===== src/hw/cmpr_defs.vh =====
// Constants of the colour matrix parameter register bank
// How it works
// RULE1: Three build options: bus, ports, constants
// RULE2: Control bit0 enables, resets to 0x1
// RULE3: Enable low halts and blocks video
// RULE4: Control bit1 arms commit at vblank
// RULE5: Reset bit0 holds immediate reset while set
// RULE6: Reset bit1 resets at next vblank rise
// RULE7: Nine weights at 0x08..0x28, row major
// RULE8: Weights signed, range -4..4, scale 32768
// RULE9: Offsets signed, output width plus one
// RULE10: Every writable register reads back
// RULE11: Weights and offsets are double buffered
// RULE12: Writes hit shadow; arithmetic uses working
// RULE13: Reads return shadow, not working copy
// RULE14: Vblank rise copies shadow when armed
// RULE15: Manual reset restores all default values
// RULE16: Outputs zero while manual reset set
// RULE17: Processor reaches registers as bus master
// RULE18: Decode a 256-byte window at base
// RULE19: Working registers on video clock
// RULE20: Constant option uses clear and enable
// RULE21: One word each, unused bits zero
// RULE22: Commit crosses safely into video domain
`ifndef CMPR_DEFS_VH
`define CMPR_DEFS_VH

// Build options
`define CMPR_MODE_BUS 2'h0
`define CMPR_MODE_PORTS 2'h1
`define CMPR_MODE_CONST 2'h2

// Register offsets
`define CMPR_OFS_CTRL 8'h00
`define CMPR_OFS_RST 8'h04
`define CMPR_OFS_W11 8'h08
`define CMPR_OFS_W12 8'h0C
`define CMPR_OFS_W13 8'h10
`define CMPR_OFS_W21 8'h14
`define CMPR_OFS_W22 8'h18
`define CMPR_OFS_W23 8'h1C
`define CMPR_OFS_W31 8'h20
`define CMPR_OFS_W32 8'h24
`define CMPR_OFS_W33 8'h28
`define CMPR_OFS_BIAS_R 8'h2C
`define CMPR_OFS_BIAS_G 8'h30
`define CMPR_OFS_BIAS_B 8'h34
`define CMPR_WIN_BITS 8

// Field positions
`define CMPR_CTRL_EN_BIT 0
`define CMPR_CTRL_SEM_BIT 1
`define CMPR_RST_MAN_BIT 0
`define CMPR_RST_AUTO_BIT 1

// Reset values
`define CMPR_CTRL_RST 2'h1
`define CMPR_RSTREG_RST 2'h0
`define CMPR_W_ONE 18'h08000
`define CMPR_W_ZERO 18'h00000
`define CMPR_BIAS_RST 9'h000

// Widths
`define CMPR_OUT_W 8
`define CMPR_W_W 18
`define CMPR_B_W 9
`define CMPR_NPAR 12

// Bus timing: answer one cycle after the request
`define CMPR_ACK_LAT 1

`endif


===== src/hw/cmpr_vblank_commit.v =====
// Vertical blank edge detection and commit strobes
`timescale 1ns/10ps
`include "cmpr_defs.vh"
module cmpr_vblank_commit (
    clk,
    rst,
    vertical_blank_input,
    update_sem,
    auto_rst_req,
    commit_pulse,
    auto_rst_pulse
);
    input wire clk;
    input wire rst;
    input wire vertical_blank_input;
    input wire update_sem;
    input wire auto_rst_req;
    output wire commit_pulse;
    output wire auto_rst_pulse;

    reg vb_q;
    wire vb_rise;

    // Previous blank level for edge detection
    always @(posedge clk or posedge rst) begin
        if (rst) begin
            vb_q <= 1'b0;
        end else begin
            vb_q <= vertical_blank_input;
        end
    end

    assign vb_rise = vertical_blank_input & ~vb_q;
    // Commit only while semaphore armed
    assign commit_pulse = vb_rise & update_sem; // [RULE14] [RULE4] [RULE22]
    // Synchronised reset at the same edge
    assign auto_rst_pulse = vb_rise & auto_rst_req; // [RULE6]
endmodule // cmpr_vblank_commit


===== src/hw/cmpr_param_regs.v =====
// Colour matrix parameter bank with bus slave and double buffering
`timescale 1ns/10ps
`include "cmpr_defs.vh"
module cmpr_param_regs #(
    parameter [1:0] ACCESS_MODE = `CMPR_MODE_BUS,
    parameter [31:0] BASE_ADDR = 32'h00000000,
    parameter [`CMPR_NPAR*`CMPR_W_W-1:0] DEF_PARAMS = {
        `CMPR_W_ONE, `CMPR_W_ZERO, `CMPR_W_ZERO,
        `CMPR_W_ZERO, `CMPR_W_ONE, `CMPR_W_ZERO,
        `CMPR_W_ZERO, `CMPR_W_ZERO, `CMPR_W_ONE,
        `CMPR_W_ZERO, `CMPR_W_ZERO, `CMPR_W_ZERO}
) (
    clk,
    rst,
    plb_pavalid,
    plb_abus,
    plb_rnw,
    plb_be,
    plb_wrdbus,
    sl_addrack,
    sl_wait,
    sl_wrdack,
    sl_wrcomp,
    sl_rddack,
    sl_rdcomp,
    sl_rddbus,
    port_params,
    port_enable,
    port_update,
    synchronous_clear,
    clock_enable,
    vertical_blank_input,
    core_enable,
    core_clear,
    weights,
    biases
);
    input wire clk;
    input wire rst;
    input wire plb_pavalid;
    input wire [31:0] plb_abus;
    input wire plb_rnw;
    input wire [3:0] plb_be;
    input wire [31:0] plb_wrdbus;
    output wire sl_addrack;
    output wire sl_wait;
    output wire sl_wrdack;
    output wire sl_wrcomp;
    output wire sl_rddack;
    output wire sl_rdcomp;
    output wire [31:0] sl_rddbus;
    input wire [`CMPR_NPAR*`CMPR_W_W-1:0] port_params;
    input wire port_enable;
    input wire port_update;
    input wire synchronous_clear;
    input wire clock_enable;
    input wire vertical_blank_input;
    output wire core_enable;
    output wire core_clear;
    output wire [9*`CMPR_W_W-1:0] weights;
    output wire [3*`CMPR_B_W-1:0] biases;

    localparam NP = `CMPR_NPAR;
    localparam WW = `CMPR_W_W;
    localparam BW = `CMPR_B_W;

    // Bus handshake state
    localparam ST_IDLE = 1'b0;
    localparam ST_ANS = 1'b1;

    reg st_q;
    reg st_d;
    reg rnw_q;
    reg [7:0] ofs_q;
    reg [3:0] be_q;
    reg [31:0] wdata_q;
    reg [31:0] rdata_q;
    reg [31:0] rdata_d;
    reg opt_en;
    reg opt_sem;

    reg [1:0] ctrl_q;
    reg [1:0] rstreg_q;
    reg [WW-1:0] shd_q [0:NP-1];
    reg [WW-1:0] wrk_q [0:NP-1];

    wire is_bus;
    wire is_port;
    wire hit;
    wire take;
    wire wr_now;
    wire [31:0] wmask;
    wire [31:0] wval;
    wire man_rst;
    wire soft_rst;
    wire sem;
    wire commit;
    wire auto_pulse;
    wire [3:0] idx;
    wire idx_ok;
    wire ans_wr;
    wire ans_rd;
    wire wr_ctrl;
    wire wr_rst;

    assign is_bus = (ACCESS_MODE == `CMPR_MODE_BUS); // [RULE1] [RULE17]
    assign is_port = (ACCESS_MODE == `CMPR_MODE_PORTS); // [RULE1]

    // Window decode on the upper address bits
    assign hit = is_bus & (plb_abus[31:`CMPR_WIN_BITS] == BASE_ADDR[31:`CMPR_WIN_BITS]); // [RULE18]
    assign take = plb_pavalid & hit & (st_q == ST_IDLE);

    // Request capture and answer sequencing
    always @* begin
        st_d = st_q;
        case (st_q)
            ST_IDLE: begin
                if (take) begin
                    st_d = ST_ANS;
                end
            end
            ST_ANS: begin
                st_d = ST_IDLE;
            end
            default: begin
                st_d = ST_IDLE;
            end
        endcase
    end

    // Answer state register
    always @(posedge clk or posedge rst) begin
        if (rst) begin
            st_q <= ST_IDLE;
        end else begin
            st_q <= st_d;
        end
    end

    // Request fields captured as the request is taken
    always @(posedge clk or posedge rst) begin
        if (rst) begin
            rnw_q <= 1'b0;
            ofs_q <= 8'h00;
            be_q <= 4'h0;
            wdata_q <= 32'h00000000;
        end else begin
            if (take) begin
                rnw_q <= plb_rnw;
                ofs_q <= plb_abus[7:0];
                be_q <= plb_be;
                wdata_q <= plb_wrdbus;
            end
        end
    end

    // Answer cycle split by direction
    assign ans_wr = (st_q == ST_ANS) & ~rnw_q;
    assign ans_rd = (st_q == ST_ANS) & rnw_q;

    // Handshake outputs, one cycle after the request
    assign sl_addrack = (st_q == ST_ANS); // [RULE17]
    assign sl_wait = 1'b0;
    assign sl_wrdack = ans_wr;
    assign sl_wrcomp = ans_wr;
    assign sl_rddack = ans_rd;
    assign sl_rdcomp = ans_rd;
    assign sl_rddbus = rdata_q;

    // Write happens on the answer cycle
    assign wr_now = ans_wr;
    assign wr_ctrl = wr_now & (ofs_q == `CMPR_OFS_CTRL);
    assign wr_rst = wr_now & (ofs_q == `CMPR_OFS_RST);
    assign wmask = {{8{be_q[3]}}, {8{be_q[2]}}, {8{be_q[1]}}, {8{be_q[0]}}};
    assign wval = wdata_q & wmask;

    // Parameter index, valid for 0x08..0x34 aligned words
    assign idx = ofs_q[5:2] - 4'h2;
    assign idx_ok = (ofs_q[1:0] == 2'h0) & (ofs_q >= `CMPR_OFS_W11) & (ofs_q <= `CMPR_OFS_BIAS_B); // [RULE7]

    // Reset sources: manual bit held, or clear input in the port and constant options
    assign man_rst = rstreg_q[`CMPR_RST_MAN_BIT] | (~is_bus & synchronous_clear); // [RULE5] [RULE20]
    assign soft_rst = man_rst | auto_pulse; // [RULE6]
    assign sem = opt_sem; // [RULE4]

    // Build option picks the enable and semaphore source
    always @* begin
        opt_en = clock_enable;
        opt_sem = 1'b0;
        case (ACCESS_MODE)
            `CMPR_MODE_BUS: begin
                opt_en = ctrl_q[`CMPR_CTRL_EN_BIT]; // [RULE2]
                opt_sem = ctrl_q[`CMPR_CTRL_SEM_BIT];
            end
            `CMPR_MODE_PORTS: begin
                opt_en = port_enable;
                opt_sem = port_update;
            end
            default: begin
                opt_en = clock_enable; // [RULE20]
                opt_sem = 1'b0;
            end
        endcase
    end

    // Control register
    always @(posedge clk or posedge rst) begin
        if (rst) begin
            ctrl_q <= `CMPR_CTRL_RST; // [RULE2]
        end else if (soft_rst) begin
            ctrl_q <= `CMPR_CTRL_RST; // [RULE15]
        end else if (wr_ctrl) begin
            ctrl_q <= (ctrl_q & ~wmask[1:0]) | wval[1:0]; // [RULE21]
        end
    end

    // Reset register; the auto bit clears once the reset has fired
    always @(posedge clk or posedge rst) begin
        if (rst) begin
            rstreg_q <= `CMPR_RSTREG_RST; // [RULE5]
        end else if (wr_rst) begin
            rstreg_q <= (rstreg_q & ~wmask[1:0]) | wval[1:0];
        end else if (auto_pulse) begin
            rstreg_q[`CMPR_RST_AUTO_BIT] <= 1'b0; // [RULE6]
        end
    end

    // Blank edge and commit strobes
    cmpr_vblank_commit u_commit (
        .clk(clk),
        .rst(rst),
        .vertical_blank_input(vertical_blank_input),
        .update_sem(sem),
        .auto_rst_req(rstreg_q[`CMPR_RST_AUTO_BIT]),
        .commit_pulse(commit),
        .auto_rst_pulse(auto_pulse)
    );

    // Shadow and working copies, one entry per parameter
    genvar g;
    generate
        for (g = 0; g < NP; g = g + 1) begin : g_par
            // Offsets keep only their narrower field
            localparam [WW-1:0] MASK_C = (g < 9) ? {WW{1'b1}} : {{(WW-BW){1'b0}}, {BW{1'b1}}}; // [RULE9] [RULE8]
            localparam [WW-1:0] DEF_C = DEF_PARAMS[(NP-1-g)*WW +: WW] & MASK_C; // [RULE7]
            wire [WW-1:0] def_v;
            wire [WW-1:0] fld;
            wire [WW-1:0] fmask;
            wire wr_sel;
            assign def_v = DEF_C;
            assign fmask = MASK_C;
            assign fld = (shd_q[g] & ~wmask[WW-1:0]) | wval[WW-1:0];
            assign wr_sel = wr_now & idx_ok & ({28'h0000000, idx} == g);

            always @(posedge clk or posedge rst) begin
                if (rst) begin
                    shd_q[g] <= DEF_C; // [RULE7]
                end else if (soft_rst | ~(is_bus | is_port)) begin
                    shd_q[g] <= def_v & fmask; // [RULE15] [RULE20]
                end else if (is_port) begin
                    shd_q[g] <= port_params[(NP-1-g)*WW +: WW] & fmask; // [RULE1]
                end else if (wr_sel) begin
                    shd_q[g] <= fld & fmask; // [RULE12]
                end
            end

            // Working copy loads on an armed commit, or every cycle in the constant option
            always @(posedge clk or posedge rst) begin
                if (rst) begin
                    wrk_q[g] <= DEF_C; // [RULE7]
                end else if (soft_rst) begin
                    wrk_q[g] <= def_v & fmask; // [RULE15]
                end else if (commit | ~(is_bus | is_port)) begin
                    wrk_q[g] <= shd_q[g]; // [RULE11] [RULE14] [RULE19]
                end
            end

            // Arithmetic sees working values, zero under manual reset
            if (g < 9) begin : g_w
                assign weights[(8-g)*WW +: WW] = man_rst ? {WW{1'b0}} : wrk_q[g]; // [RULE12] [RULE16]
            end else begin : g_b
                assign biases[(11-g)*BW +: BW] = man_rst ? {BW{1'b0}} : wrk_q[g][BW-1:0]; // [RULE16]
            end
        end
    endgenerate

    // Read data: shadow copies, unused bits zero
    always @* begin
        rdata_d = 32'h00000000;
        case (ofs_q)
            `CMPR_OFS_CTRL: begin
                rdata_d = {30'h0, ctrl_q}; // [RULE10]
            end
            `CMPR_OFS_RST: begin
                rdata_d = {30'h0, rstreg_q};
            end
            `CMPR_OFS_W11: begin
                rdata_d = {14'h0, shd_q[0]}; // [RULE13] [RULE21]
            end
            `CMPR_OFS_W12: begin
                rdata_d = {14'h0, shd_q[1]};
            end
            `CMPR_OFS_W13: begin
                rdata_d = {14'h0, shd_q[2]};
            end
            `CMPR_OFS_W21: begin
                rdata_d = {14'h0, shd_q[3]};
            end
            `CMPR_OFS_W22: begin
                rdata_d = {14'h0, shd_q[4]};
            end
            `CMPR_OFS_W23: begin
                rdata_d = {14'h0, shd_q[5]};
            end
            `CMPR_OFS_W31: begin
                rdata_d = {14'h0, shd_q[6]};
            end
            `CMPR_OFS_W32: begin
                rdata_d = {14'h0, shd_q[7]};
            end
            `CMPR_OFS_W33: begin
                rdata_d = {14'h0, shd_q[8]};
            end
            `CMPR_OFS_BIAS_R: begin
                rdata_d = {14'h0, shd_q[9]}; // [RULE9]
            end
            `CMPR_OFS_BIAS_G: begin
                rdata_d = {14'h0, shd_q[10]};
            end
            `CMPR_OFS_BIAS_B: begin
                rdata_d = {14'h0, shd_q[11]};
            end
            default: begin
                rdata_d = 32'h00000000;
            end
        endcase
    end

    always @(posedge clk or posedge rst) begin
        if (rst) begin
            rdata_q <= 32'h00000000;
        end else if (take & plb_rnw) begin
            rdata_q <= 32'h00000000;
        end else if (ans_rd) begin
            rdata_q <= rdata_d;
        end else begin
            rdata_q <= 32'h00000000;
        end
    end

    // Processing enable: register bit, port, or clock enable input
    assign core_enable = ~man_rst & opt_en; // [RULE3] [RULE20]
    assign core_clear = man_rst; // [RULE16]
endmodule // cmpr_param_regs


===== config.mk =====
export PLATFORM = sky130hd
export DESIGN_NAME = cmpr_param_regs
export DESIGN_NICKNAME = d
export VERILOG_FILES = /design/src/hw/cmpr_vblank_commit.v /design/src/hw/cmpr_param_regs.v
export VERILOG_INCLUDE_DIRS = /design/src /design/src/hw
export SDC_FILE = /design/constraint.sdc
export NUM_CORES = 1
export LEC_CHECK = 0
export BUFFER_PORTS_ARGS = -buffer_cell sky130_fd_sc_hd__buf_4
export CAP_MARGIN = 20
export CORE_UTILIZATION = 30
export CTS_BUF_LIST = sky130_fd_sc_hd__clkbuf_16
export DETAILED_ROUTE_END_ITERATION = 10
export GPL_ROUTABILITY_DRIVEN = 0
export GPL_TIMING_DRIVEN = 1
export PLACE_DENSITY = 0.6
export SETUP_SLACK_MARGIN = 0.5
export SLEW_MARGIN = 20
export SYNTH_ARGS = -nofsm -noshare
export SYNTH_HDL_FRONTEND = slang
export SYNTH_HIERARCHICAL = 1
export SYNTH_SLANG_ARGS = --single-unit
export TNS_END_PERCENT = 20

===== constraint.sdc =====
create_clock -name clk -period 35.3 [get_ports clk]
set_clock_uncertainty 0.1 [all_clocks]
set_input_delay 8.825 -clock clk [delete_from_list [all_inputs] [get_ports clk]]
set_output_delay 8.825 -clock clk [all_outputs]
set_load 0.005 [all_outputs]

==> flow_metrics.tcl, run 1 <==
set metrics [dict create \
    outcome "finished clean" \
    grtUsageTotal 0.200 \
    critPathLaunchType "input port" \
    start_util 0.303 \
    worstSetupPathType "in2reg" \
    grt_pass1_wl_mm 106 \
    wl_per_cell_um 23.3 \
    die_area_um2 70500 \
    root_buffer "clkbuf_16" \
    post_drt_via_cell_ratio 5.17 \
    ctsResizeCount 0 \
    end_kind "flip-flop" \
    ys.flop_type "dfrtp_1" \
    async_flop_share 1.00 \
    worstPathArrival_ns 12.16 \
    fp.coreArea_um2 68700 \
    clk_latency_ns 0.59 \
    p_sw_mw 0.225 \
    cp_max_fo 101 \
    clock_path_buffers 3 \
    core.rowCount 96 \
    yosysSeqAreaShare 0.519 \
    grt_max_degree 115 \
    leakage_nw 12.7 \
    setup_ws_ns 23.52 \
    pre_cts_ws_ns 22.98 \
    setup-violations-final 0 \
    ys_types 64 \
    final_common_cell "dfrtp_1" \
    worst_ir_drop_vdd_mv 0.0305 \
    yosys-top-cells-area "dfrtp_1 (51%), mux2i_1 (19%), nor2b_1 (5.7%)" \
    synth_seq_cells 432 \
    yosys_warnings 6 \
    grt_pass1_vias 15800 \
    syn_avg_cell_area_um2 11.0 \
    tightestPinTransition_ns 1.08 \
    slew-limit-headroom 0.280 \
    tns_ns 0 \
    antenna_found_initial 1 \
    final_cell_mix "dfrtp_1 (422), mux2i_1 (396), buf_4 (291), nand2_1 (200), nor2_1 (199)" \
    area_growth_pct 20.7 \
    synth_top_area_frac 0.510 \
    fmax_mhz 84.9 \
    io_pins 522 \
    max_cap_violations 0 \
    hold_viol_final 0 \
    final_antenna_net_count 0 \
    path_clk_slew_ns 0.06 \
    period_share 0.334 \
    drive_above_1_share 0.216 \
    netlist_instances 1902 \
    port_buffers 271 \
    synth_edf_count 0 \
    cts_sinks 432 \
    cp.required_ns 35.68 \
    synth_top_cell_by_area "dfrtp_1" \
    cts-htree-levels 2 \
    pwr-share-seq 0.490 \
    p_per_area_nw_per_um2 40.2 \
    drc 0 \
    clockPowerShare 0.484 \
    fp.dieW_um 266 \
    min_period_ns 11.78 \
    internal-power_mw 0.785 \
    sw_frac_of_total 0.223 \
    num-fill-cells 6827 \
    final_nets 2393 \
    dr.pass1.iters 6 \
    num_vias 15900 \
    rsz0062_at_grt "false" \
    grt.overflow.total 0 \
    drv_slew 0 \
    netlist_area_um2 20800 \
    die_h_um 266 \
    ctsHoldBuffers 0 \
    tritoncts "built" \
    cts_setup_buffers 0 \
    place_hpwl_mm 52.0 \
    numCtsBuffers 48 \
    wl_mm 71.7 \
    drtIter0Drc 1475 \
    p_comb_frac 0.026 \
    hold_path.class "reg2reg" \
]
==> power groups by stage <==
stage               Clock [mW]  Combinational [mW]  Sequential (mW)
floorplan                    0              0.0180            0.505
global placement             0              0.0263            0.504
detailed placement           0              0.0268            0.504
CTS                      0.497              0.0268            0.495
global route             0.515              0.0291            0.495
finish                   0.488              0.0263            0.495
==> worst max-delay path: stages <==
cell and delay (ns):
buf_4 0.12, and3b_1 0.21, nor2_4 0.08, buf_4 0.73, buf_4 0.93, nand2_1 0.82
mux2i_1 0.34
==> sequential cells by signal (all words and copies together), names as in the netlist, 2 cells and up, named ones only <==
name       cells
wdata_q       18
wrk_q        189
sl_rddbus     18
ofs_q          8
ctrl_q         2
be_q           3
shd_q        189
==> per-layer routing <==
| metal | part of all wire | vias up | track usage | routed length, um |
|---|---|---|---|---|
| met5 | 0 | - | 0 | 0 |
| met2 | 0.46 | 706 | 0.315 | 32900 |
| met1 | 0.43 | 8134 | 0.277 | 31000 |
| li1 | - | 6919 | - | - |
| met3 | 0.081 | 115 | 0.0418 | 5830 |
| met4 | 0.027 | 0 | 0.0533 | 1910 |
==> cell usage after synthesis (14+ instances only) <==
master    count
a21oi_1      26
a22o_1       14
buf_2        16
buf_4        20
clkbuf_1    113
dfrtp_1     425
mux2_2       44
mux2i_1     396
nand2_1     200
nand3_1      37
nor2_1      201
nor2b_1     191
nor3_1       18
==> cells by family after synthesis <==
| family | synth area share |
|---|---|
| AO/OA/AOI/OAI | 0.0369 |
| other | 0.000180 |
| buffers and inverters | 0.0357 |
| adder cells (fa/ha/maj) | 0.000600 |
| XOR/XNOR | 0.00120 |
| flip-flops | 0.519 |
| multiplexers | 0.226 |
| AND/OR/NAND/NOR | 0.180 |
==> per-stage QoR <==
step / instance area (um^2) / std cells / power [mW] / hold WS (ns) / util
6_report: 25200 / 3071 / 1.01 / 0.411 / 0.366
5_1_grt: 25100 / 3069 / 1.04 / 0.436 / 0.366
4_1_cts: 25100 / 3069 / 1.02 / 0.419 / 0.366
3_5_place_dp: 23600 / 2980 / 0.531 / 0.405 / 0.344
3_3_place_gp: 23600 / 2980 / 0.531 / 0.397 / 0.344
2_1_floorplan: 20900 / 1916 / 0.523 / 0.378 / -
==> area by class of cell <==
| type | instances | area, um^2 | area share |
|---|---|---|---|
| Inverter | 7 | 33.8 | 0.00134 |
| Timing Repair Buffer | 295 | 2230 | 0.0886 |
| Tap cell | 931 | 1160 | 0.0463 |
| Antenna cell | 2 | 5.00 | 0.000199 |
| Sequential cell | 432 | 10800 | 0.430 |
| Clock buffer | 49 | 1230 | 0.0487 |
| Multi-Input combinational cell | 1315 | 9380 | 0.373 |
| Clock inverter | 40 | 285 | 0.0113 |
==> final timing paths <==
check / startpoint / to / slack [ns] / depth (start not counted)
min in group asynchronous: rst / u_commit/vb_q / 8.01 / 2
worst max-delay path: vertical_blank_input / shd_q[167] / 23.52 / 7
max in group asynchronous: rst / sl_rddbus[14] / 24.69 / 4
worst max register to register: flip-flop / shd_q[167] / 31.34 / 5
worst min register to register: wrk_q[157] / wrk_q[157] / 0.41 / 2
worst min-delay path: wrk_q[157] / wrk_q[157] / 0.41 / 2
(Power assumes the default switching activity.)
==> run 2: changes to the inputs <==
==> constraint.sdc (replaced) <==
create_clock -name clk -period 10.95 [get_ports clk]
set_clock_uncertainty 0.1 [all_clocks]
set_input_delay 2.7375 -clock clk [delete_from_list [all_inputs] [get_ports clk]]
set_output_delay 2.7375 -clock clk [all_outputs]
set_load 0.005 [all_outputs]
==> run 2 against run 1 <==
Net effect:
- design area is 0.15% higher
- hold slack got worse by 0.00064 ns
- die area did not move
==> flow_metrics.tcl, run 2 (synthesized netlist as in run 1, its figures left out) <==
set metrics [dict create \
    outcome "finished clean" \
    num-fill-cells 6872 \
    final_nets 2393 \
    fin_hold_ws_ns 0.410 \
    leakage_nw 12.7 \
    clk_latency_ns 0.62 \
    core.rowCount 96 \
    fp.coreArea_um2 68700 \
    stdcell_count 3069 \
    setup-violations-final 0 \
    pre_cts_ws_ns 5.02 \
    tns_ns 0 \
    critPathLaunchType "flip-flop" \
    max_cap_violations 0 \
    min_period_ns 5.45 \
    cts_setup_buffers 0 \
    post_drt_via_cell_ratio 5.10 \
    setup_ws_ns 5.50 \
    hold_path.class "reg2reg" \
    end_kind "output pin" \
    tightestPinTransition_ns 1.10 \
    tritoncts "built" \
    ctsHoldBuffers 0 \
    worstSetupPathType "reg2out" \
    rsz0062_at_grt "false" \
    drc 0 \
    grt_pass1_wl_mm 104 \
    cts_sinks 432 \
    cp_max_fo 100 \
    drive_above_1_share 0.217 \
    dr.pass1.iters 5 \
    grt_pass1_vias 15400 \
    fp.dieW_um 266 \
    dp_cells 2980 \
    worst_ir_drop_vdd_mv 0.108 \
    start_util 0.303 \
    cts-htree-levels 2 \
    num_antenna_cells 0 \
    area_growth_pct 20.9 \
    min_path_cells 2 \
    largestRegisters "shd_q (189), wrk_q (189)" \
    grt_max_degree 179 \
    antenna_found_initial 0 \
    whs_endpoint "wrk_q[211]" \
    die_area_um2 70500 \
    r2r_cells 6 \
    hp-start "wrk_q[211]" \
    wl_mm 71.1 \
    drv_slew 0 \
    fmax_mhz 184 \
    place_hpwl_mm 51.3 \
    die_h_um 266 \
    grtUsageTotal 0.198 \
    drtIter0Drc 1407 \
    clock_path_buffers 3 \
    hold_viol_final 0 \
    rrSetupSlack_ns 6.88 \
    p_per_area_nw_per_um2 130 \
    path_clk_slew_ns 0.06 \
    io_pins 522 \
    final_cell_mix "dfrtp_1 (422), mux2i_1 (396), buf_4 (291), nand2_1 (200), nor2_1 (199)" \
    period_share 0.498 \
    grt.overflow.total 0 \
    r2r-end "shd_q[100]" \
    final_common_cell "dfrtp_1" \
    slew-limit-headroom 0.265 \
    wl_per_cell_um 23.2 \
    root_buffer "clkbuf_16" \
    worstPathArrival_ns 2.61 \
    final_antenna_net_count 0 \
    ctsResizeCount 0 \
    port_buffers 271 \
    num_vias 15700 \
    numCtsBuffers 48 \
    cp.required_ns 8.11 \
]
[run 2: changes by cell type in the layout (fill, tap and decap cells not counted), moves of 2 or more]
cell and change:
buf_12 +2, buf_6 -2, clkinvlp_4 +2, diode_2 -2, inv_6 -2
[run 2: critical path: stages, from the launching register on]
cell	delay, ns
dfrtp_4	0.66
buf_4	0.78
nor2b_1	0.24
buf_4	0.22
[run 2: worst max path at each step]
stage                    startpoint                          to  slack, ns  cells after the start
5_1_grt        vertical_blank_input                  shd_q[122]       5.33                      7
3_3_place_gp   vertical_blank_input                  shd_q[100]       5.10                      7
3_5_place_dp   vertical_blank_input                  shd_q[100]       5.02                      7
4_1_cts                   flip-flop                 weights[46]       5.48                      3
6_report                  flip-flop                 weights[46]       5.50                      3
2_1_floorplan                   rst  asynchronous set/reset pin       2.30                      1
[run 2: per-layer routing]
layer / GRT usage / wire length, um / vias up
met5: 0 / 0 / -
met4: 0.0637 / 2150 / 0
met3: 0.0363 / 5420 / 107
met2: 0.308 / 32500 / 697
met1: 0.277 / 31000 / 7947
li1: - / - / 6914
[run 2: final cells by class]
cell class	instances	area (um^2)	area share
tap	931	1160	0.0462
timing repair buffer	295	2250	0.0892
clock buffer	48	1200	0.0477
inverter	7	30.0	0.00119
multi-input combinational	1315	9380	0.372
clock inverter	41	339	0.0135
sequential	432	10800	0.430
[run 2: per-stage QoR]
step / power [mW] / util / instance area [um^2]
3_3_place_gp: 1.71 / 0.344 / 23600
5_1_grt: 3.37 / 0.367 / 25200
4_1_cts: 3.31 / 0.367 / 25200
6_report: 3.28 / 0.367 / 25200
2_1_floorplan: 1.69 / - / 20900
3_5_place_dp: 1.71 / 0.344 / 23600
[run 2: where the power goes]
group	total [mW]	switching (mW)	internal (mW)
Sequential	1.60	0.000168	1.60
Combinational	0.0853	0.0549	0.0304
Clock	1.59	0.677	0.917
